## src/rtl/rx_bit_collision_pkg.sv

```systemverilog
// constants for the receive bit control and collision status block
// assumes a byte-wide register port and a single system clock
package rx_bit_collision_pkg;
   localparam logic [7:0] comm_status_addr = 8'h0b;
   localparam logic [7:0] rx_bit_control_addr = 8'h0c;
   localparam logic [7:0] rx_collision_info_addr = 8'h0d;
   localparam int cipher_bit = 5;
   localparam int keep_bit = 7;
   localparam int align_lsb = 4;
   localparam int clash_err_bit = 3;
   localparam int valid_bit = 7;
   localparam logic [7:0] rx_bit_control_reset = 8'h00;
   localparam logic [6:0] clash_pos_max = 7'h3f;
   typedef enum logic [2:0] {
      st_idle = 3'b000,
      st_tx_wait = 3'b001,
      st_transmit = 3'b011,
      st_rx_wait = 3'b101,
      st_wait_data = 3'b110,
      st_receive = 3'b111
   } comm_state_t;
endpackage

```

## src/rtl/rx_bit_collision_status.sv

```systemverilog
// register bank for transceiver status, bit alignment and collision capture
// assumes the framing engine drives state, bit strobes and frame events
`timescale 1ns/1ns
module rx_bit_collision_status (
   // clock and reset
   input wire logic clk,
   input wire logic sys_rst,
   // register port
   input wire logic [7:0] reg_addr,
   input wire logic [7:0] reg_wdata,
   input wire logic reg_wr,
   input wire logic reg_rd,
   output logic [7:0] reg_rdata,
   // framing engine
   input wire logic [2:0] comm_fsm_state,
   input wire logic card_authenticate_cmd,
   input wire logic rx_start,
   input wire logic rx_bit_valid,
   input wire logic rx_bit,
   input wire logic rx_bit_clash,
   input wire logic rx_end,
   // stored data and flags
   output logic cipher_active,
   output logic [7:0] rx_byte,
   output logic rx_byte_valid,
   output logic clash_detected,
   output logic integrity_error
);
   logic cipher_q, cipher_d;
   logic [7:0] ctrl_q, ctrl_d;
   logic [6:0] pos_q, pos_d;
   logic pos_valid_q, pos_valid_d;
   logic clash_seen_q, clash_seen_d;
   logic [9:0] bit_idx_q, bit_idx_d;
   logic [7:0] byte_q, byte_d;
   logic byte_valid_q, byte_valid_d;
   logic clash_flag_q, clash_flag_d;
   logic integ_q, integ_d;
   logic [7:0] rdata_q, rdata_d;
   logic [2:0] align;
   logic [2:0] slot;
   logic data_bit;
   logic wr_status, wr_ctrl;

   // declared ahead of its first use below
   localparam int align_lsb = rx_bit_collision_pkg::align_lsb;

   assign align = ctrl_q[align_lsb +: 3];
   assign slot = bit_idx_q[2:0];
   assign wr_status = reg_wr && reg_addr == rx_bit_collision_pkg::comm_status_addr;
   assign wr_ctrl = reg_wr && reg_addr == rx_bit_collision_pkg::rx_bit_control_addr;

   always_comb begin
      cipher_d = cipher_q;
      ctrl_d = ctrl_q;
      pos_d = pos_q;
      pos_valid_d = pos_valid_q;
      clash_seen_d = clash_seen_q;
      bit_idx_d = bit_idx_q;
      byte_d = byte_q;
      byte_valid_d = 1'b0;
      clash_flag_d = clash_flag_q;
      integ_d = integ_q;
      data_bit = rx_bit;
      // clear by software; authentication set wins
      if (wr_status && !reg_wdata[rx_bit_collision_pkg::cipher_bit]) begin
         cipher_d = 1'b0;
      end
      if (card_authenticate_cmd) begin
         cipher_d = 1'b1;
      end
      if (wr_ctrl) begin
         // last-bits field is owned by the decoder
         ctrl_d[7:3] = reg_wdata[7:3];
      end
      if (rx_start) begin
         ctrl_d[2:0] = 3'h0;
         pos_d = 7'h00;
         pos_valid_d = 1'b0;
         clash_seen_d = 1'b0;
         clash_flag_d = 1'b0;
         integ_d = 1'b0;
         // alignment offsets the first stored slot
         bit_idx_d = {7'h00, align};
         byte_d = 8'h00;
      end else if (rx_bit_valid) begin
         if ((clash_seen_q || rx_bit_clash) &&
             !ctrl_q[rx_bit_collision_pkg::keep_bit]) begin
            data_bit = 1'b0;
         end
         if (rx_bit_clash && !clash_seen_q) begin
            clash_seen_d = 1'b1;
            clash_flag_d = 1'b1;
            // index counts stored slots, so alignment is included
            if (bit_idx_q <= {3'h0, rx_bit_collision_pkg::clash_pos_max}) begin
               pos_d = bit_idx_q[6:0];
               pos_valid_d = 1'b1;
            end
         end
         if (rx_bit_clash && ctrl_q[rx_bit_collision_pkg::clash_err_bit]) begin
            integ_d = 1'b1;
         end
         byte_d[slot] = data_bit;
         bit_idx_d = bit_idx_q + 10'h001;
         if (slot == 3'h7) begin
            byte_valid_d = 1'b1;
            byte_d = 8'h00;
         end
      end else if (rx_end) begin
         if (align != 3'h0) begin
            ctrl_d[2:0] = slot;
         end
      end
      if (rx_end && slot != 3'h0) begin
         byte_valid_d = 1'b1;
      end
   end

   always_comb begin
      rdata_d = 8'h00;
      if (reg_rd) begin
         case (reg_addr)
            rx_bit_collision_pkg::comm_status_addr: begin
               rdata_d = {2'b00, cipher_q, 2'b00, comm_fsm_state};
            end
            rx_bit_collision_pkg::rx_bit_control_addr: begin
               rdata_d = ctrl_q;
            end
            rx_bit_collision_pkg::rx_collision_info_addr: begin
               rdata_d = {pos_valid_q, pos_q};
            end
            default: begin
               rdata_d = 8'h00;
            end
         endcase
      end
   end

   always_ff @(posedge clk or posedge sys_rst) begin
      if (sys_rst) begin
         cipher_q <= 1'b0;
         ctrl_q <= rx_bit_collision_pkg::rx_bit_control_reset;
         pos_q <= 7'h00;
         pos_valid_q <= 1'b0;
         clash_seen_q <= 1'b0;
         bit_idx_q <= 10'h000;
         byte_q <= 8'h00;
         byte_valid_q <= 1'b0;
         clash_flag_q <= 1'b0;
         integ_q <= 1'b0;
         rdata_q <= 8'h00;
      end else begin
         cipher_q <= cipher_d;
         ctrl_q <= ctrl_d;
         pos_q <= pos_d;
         pos_valid_q <= pos_valid_d;
         clash_seen_q <= clash_seen_d;
         bit_idx_q <= bit_idx_d;
         byte_q <= byte_d;
         byte_valid_q <= byte_valid_d;
         clash_flag_q <= clash_flag_d;
         integ_q <= integ_d;
         rdata_q <= rdata_d;
      end
   end

   // byte as it fills, so a partial last byte shows what arrived
   logic [7:0] out_byte_q;
   always_ff @(posedge clk or posedge sys_rst) begin
      if (sys_rst) begin
         out_byte_q <= 8'h00;
      end else if (rx_bit_valid && !rx_start) begin
         out_byte_q <= {byte_q[7:0] & ~(8'h01 << slot)} | ({7'h00, data_bit} << slot);
      end
   end

   assign reg_rdata = rdata_q;
   assign cipher_active = cipher_q;
   assign rx_byte = out_byte_q;
   assign rx_byte_valid = byte_valid_q;
   assign clash_detected = clash_flag_q;
   assign integrity_error = integ_q;

   chk_cipher_write_one: assert property (@(posedge clk) disable iff (sys_rst)
      !card_authenticate_cmd && !cipher_q ##1 1'b1 |-> !cipher_q)
      else $error("cipher set without authenticate");
   chk_cipher_clear: assert property (@(posedge clk) disable iff (sys_rst)
      wr_status && !reg_wdata[5] && !card_authenticate_cmd |=> !cipher_q)
      else $error("cipher not cleared by write");
   chk_state_code: assert property (@(posedge clk) disable iff (sys_rst)
      $past(reg_rd) && $past(reg_addr) == 8'h0b |-> reg_rdata[2:0] != 3'b100)
      else $error("state code 100 seen");
   chk_pos_range: assert property (@(posedge clk) disable iff (sys_rst)
      pos_valid_q |-> pos_q <= 7'h3f)
      else $error("position beyond range");
   chk_pos_clear: assert property (@(posedge clk) disable iff (sys_rst)
      rx_start |=> !pos_valid_q && pos_q == 7'h00)
      else $error("position not cleared");
   chk_last_clear: assert property (@(posedge clk) disable iff (sys_rst)
      rx_start |=> ctrl_q[2:0] == 3'h0)
      else $error("last bits not cleared");
   chk_clash_flag: assert property (@(posedge clk) disable iff (sys_rst)
      rx_bit_valid && rx_bit_clash && !rx_start |=> clash_flag_q)
      else $error("collision flag missing");
   chk_integ_flag: assert property (@(posedge clk) disable iff (sys_rst)
      rx_bit_valid && rx_bit_clash && ctrl_q[3] && !rx_start |=> integ_q)
      else $error("integrity flag missing");
   chk_first_pos: assert property (@(posedge clk) disable iff (sys_rst)
      rx_bit_valid && rx_bit_clash && !clash_seen_q && !rx_start &&
      bit_idx_q < 10'd64 |=> pos_valid_q && pos_q == $past(bit_idx_q[6:0]))
      else $error("first position wrong");
   chk_zero_after: assert property (@(posedge clk) disable iff (sys_rst)
      rx_bit_valid && !rx_start && clash_seen_q && !ctrl_q[7]
      |=> !rx_byte[$past(slot)])
      else $error("bit after collision not zeroed");
   chk_byte_full: assert property (@(posedge clk) disable iff (sys_rst)
      rx_bit_valid && !rx_start && slot == 3'h7 |=> rx_byte_valid)
      else $error("full byte not presented");
   chk_last_bits: assert property (@(posedge clk) disable iff (sys_rst)
      rx_end && !rx_start && !rx_bit_valid && align != 3'h0
      |=> ctrl_q[2:0] == $past(slot))
      else $error("last bits not written");
   chk_byte_mode: assert property (@(posedge clk) disable iff (sys_rst)
      rx_end && !rx_start && align == 3'h0 |=> $stable(ctrl_q[2:0]))
      else $error("last bits written in byte mode");
   chk_valid_clash: assert property (@(posedge clk) disable iff (sys_rst)
      !clash_seen_q |-> !pos_valid_q)
      else $error("position valid without collision");
   chk_read_idle: assert property (@(posedge clk) disable iff (sys_rst)
      !reg_rd |=> reg_rdata == 8'h00)
      else $error("read data outside read slot");
   cov_clash: cover property (@(posedge clk) rx_bit_valid && rx_bit_clash);
   cov_align_seven: cover property (@(posedge clk) rx_start && align == 3'h7);
   cov_out_range: cover property (@(posedge clk)
      rx_bit_valid && rx_bit_clash && bit_idx_q > 10'd63);
   cov_auth: cover property (@(posedge clk) card_authenticate_cmd);
   cov_byte: cover property (@(posedge clk) byte_valid_q);
endmodule // rx_bit_collision_status

```

## config.mk

```make
export PLATFORM = sky130hd
export DESIGN_NAME = rx_bit_collision_status
export DESIGN_NICKNAME = d
export VERILOG_FILES = /design/src/rtl/rx_bit_collision_pkg.sv /design/src/rtl/rx_bit_collision_status.sv
export SDC_FILE = /design/constraint.sdc
export NUM_CORES = 1
export LEC_CHECK = 0
export ABC_AREA = 1
export ABC_CLOCK_PERIOD_IN_PS = 2700
export BUFFER_PORTS_ARGS = -buffer_cell sky130_fd_sc_hd__clkbuf_2
export CORE_UTILIZATION = 56
export CTS_CLUSTER_DIAMETER = 200
export DETAILED_ROUTE_END_ITERATION = 10
export GPL_ROUTABILITY_DRIVEN = 0
export GPL_TIMING_DRIVEN = 0
export PLACE_DENSITY = 0.81
export SETUP_SLACK_MARGIN = 0.15
export SLEW_MARGIN = 15
export SYNTH_ARGS = -nofsm -noshare
export SYNTH_HDL_FRONTEND = slang
export SYNTH_SLANG_ARGS = --single-unit
```

## constraint.sdc

```tcl
create_clock -name clk -period 2.7 [get_ports clk]
set_clock_uncertainty 0.2 [all_clocks]
set_input_delay 0.81 -clock clk [delete_from_list [all_inputs] [get_ports clk]]
set_output_delay 0.81 -clock clk [all_outputs]
set_load 0.02 [all_outputs]
```

==> results.py <==
metrics = {
    "power_and_ir_drop": {
        "clkPwrFrac_pct": 28.3,
        "p_total_w": 0.00162,
        "comb_power_share_pct": 17.2,
        "p_leak_nw": 1.70,
        "ir_worst_vdd_v": 0.000270,
        "p_int_w": 0.00115,
        "powerDensity_nw_per_um2": 505,
        "pwr-share-seq_pct": 54.5,
        "switching_share_pct": 29.1,
        "p_switching_w": 0.000472,
    },
    "die": {
        "die_w_um": 72.6,
        "die_area_sq_um": 5280,
        "num_io_pins": 49,
        "std_cell_rows": 25,
        "start_util_pct": 58.8,
        "die_h_um": 72.6,
        "core_area_sq_um": 4750,
    },
    "cts": {
        "htreeDepth": 2,
        "clkTransAtPathRegs_ns": 0.09,
        "cts_tree": "built",
        "clkLatencyLatePin_ns": 0.30,
        "cts_setup_buffers": 0,
        "clk_root_buffer_cell": "clkbuf_8",
        "cts_sinks": 54,
        "numCtsBuffers": 5,
        "cts_resized": 0,
        "clk_path_buf_depth": 2,
        "holdBufCountCts": 0,
    },
    "timing": {
        "worstMarginPinSlew_ns": 0.604,
        "tns_ns": 0,
        "post-route-period-util_pct": 73.3,
        "fmax_mhz": 506,
        "fin_crit_ns": 1.98,
        "slew_viol_final": 0,
        "setup_violations": 0,
        "hold_viol": 0,
        "worst_slack_ns": 0.722,
        "slew_headroom_pct": 59.7,
        "rsz0062_at_grt": "false",
    },
    "layout": {
        "nFillCells": 431,
        "num_antenna_cells": 0,
        "multiInputGateArea_sq_um": 1240,
        "stdcell_count": 485,
        "final_nets": 452,
        "syn_to_final_growth_pct": 14.9,
        "ff_latch_area_sq_um": 1350,
        "drive_gt1_share_pct": 21.1,
    },
    "routing": {
        "first_pass_iters": 4,
        "first_iter_violations": 174,
        "drcViolationCount": 0,
        "ant_nets": 0,
        "routed_wl_um": 6220,
        "drt-wirelength-per-cell_um": 12.8,
        "avgViaCountPerCell": 5.24,
        "vias": 2540,
    },
    "synthesis": {
        "synth_cell_types": 26,
        "yosysSeqAreaShare_pct": 48.4,
        "syn_inst": 365,
        "synth.top_cell.area_share_pct": 48.4,
        "syn_area_per_cell_sq_um": 7.65,
        "synthTopCellsByArea": "dfrtp_1 48%, nand2_1 14%, nand3_1 7.9%, nor2_1 6.3%, a21oi_1 4.5%",
        "yosys_warnings": 0,
        "yosys.area.top_type": "dfrtp_1",
        "synth.ff_latch_count": 54,
        "syn_nets": 400,
        "syn_area_sq_um": 2790,
    },
    "setup_path": {
        "cp_data_required_time_ns": 2.73,
        "cp_max_fo": 9,
        "critPathKind": "flip-flop to flip-flop",
        "end_kind": "flip-flop",
        "arrival_ns": 2.01,
        "startpoint_type": "flip-flop",
    },
    "hold_path": {
        "hp-class": "flip-flop to flip-flop",
    },
    "global_routing": {
        "grt_max_degree": 29,
        "antenna_found_initial": 0,
        "grt_pass1_wl_um": 10400,
        "grt_pass1_vias": 2380,
        "grt_usage_pct": 25.5,
        "grt_overflow": 0,
    },
    "placement": {
        "port_buffers": 44,
        "hpwl_um": 4690,
        "place_ws_ns": 0.648,
        "dp.cells": 477,
    },
    "outcome": {
        "status": "completed",
    },
    "job": {
        "max-cap-violations": 0,
    },
}
synthesized netlist by cell type:
cell        n
nand2_1   102
dfrtp_1    54
nor2_1     47
nand3_1    44
inv_1      26
a21oi_1    25
inv_2      13
o21ai_1    11
ha_1        6
buf_2       5
nand4_1     5
buf_4       4
nand2_2     4
nor2_2      3
nor2_4      3
o21ai_0     2
o221ai_1    2
a21o_1      1
a21oi_2     1
and2_1      1
clkbuf_1    1
nor3_1      1
nor3_4      1
nor3b_1     1
o21ai_2     1
o22ai_1     1
worst paths after layout:
| kind | from | end | slack [ns] | cells past startpoint |
|---|---|---|---|---|
| setup reg to reg | bit_idx_q[0] | byte_q[0] | 0.72 | 5 |
| min in group asynchronous | sys_rst | reg_rdata[6] | 0.35 | 2 |
| hold / removal | pos_q[2] | pos_q[2] | 0.29 | 2 |
| hold reg to reg | pos_q[2] | pos_q[2] | 0.29 | 2 |
| max in group asynchronous | sys_rst | pos_q[1] | 1.40 | 3 |
| setup / recovery | bit_idx_q[0] | byte_q[0] | 0.72 | 5 |
power groups by stage:
| stage | registers (W) | logic [W] | clock network [W] |
|---|---|---|---|
| final | 0.000883 | 0.000280 | 0.000458 |
| after global routing | 0.000887 | 0.000314 | 0.000490 |
| after CTS | 0.000882 | 0.000279 | 0.000465 |
| after detailed placement | 0.000899 | 0.000277 | 0 |
| after global placement | 0.000897 | 0.000267 | 0 |
| after floorplan | 0.000916 | 0.000162 | 0 |
through the flow:
step | utilization [%] | hold WS, ns | instance area [sq um]
4_1_cts | 67.5 | 0.293 | 3210
3_3_place_gp | 65.2 | 0.267 | 3100
3_5_place_dp | 65.6 | 0.274 | 3120
6_report | 67.5 | 0.291 | 3210
2_1_floorplan | - | 0.243 | 2790
5_1_grt | 67.5 | 0.306 | 3210
state kept, by name, summed over array words and instances, names as in the netlist:
signal / count
bit_idx_q: 10
byte_q: 8
cipher_active: 1
clash_detected: 1
ctrl_q: 8
integrity_error: 1
pos_q: 7
pos_valid_q: 1
reg_rdata: 8
rx_byte: 8
rx_byte_valid: 1
logic make-up (layout without fill, tap and decap cells):
logic type / Yosys count / count (layout) / share of synthesized area, %
and+or+nand+nor: 212 / 212 / 33.0
DFF: 54 / 54 / 48.4
buffers and inverters: 49 / 102 / 7.34
AOI/OAI and AO/OA: 44 / 44 / 8.55
adders and majority gates: 6 / 6 / 2.69
cell type report:
class	count	share of cell area (%)
inverter	39	4.56
timing repair buffer	45	7.49
tap	67	2.61
clock buffer	7	2.69
sequential	54	42.1
multi-input combinational	262	38.6
clock inverter	1	0.156
buffer	10	1.83
critical path: stages (launching register included):
cell	delay, ns
dfrtp_1	0.51
ha_1	0.30
ha_1	0.23
a21oi_2	0.39
nand2_1	0.09
o22ai_1	0.18
layer usage:
metal	track usage (%)	wire length (um)	vias up
met4	9.80	91	0
met1	35.8	2850	1176
met2	40.2	2860	80
met3	3.59	410	10
met5	0	0	-
li1	-	-	1274
cell usage in the layout (no fill, tap or decap), drive strengths merged, types with 2 or more instances in the layout:
| master | n |
|---|---|
| inv | 39 |
| nand4 | 5 |
| dfrtp | 54 |
| o21ai | 14 |
| nand3 | 44 |
| nor3 | 2 |
| clkbuf | 52 |
| buf | 10 |
| a21oi | 26 |
| ha | 6 |
| o221ai | 2 |
| nor2 | 53 |
| nand2 | 106 |
No activity file was read; power rests on OpenSTA's default activity.
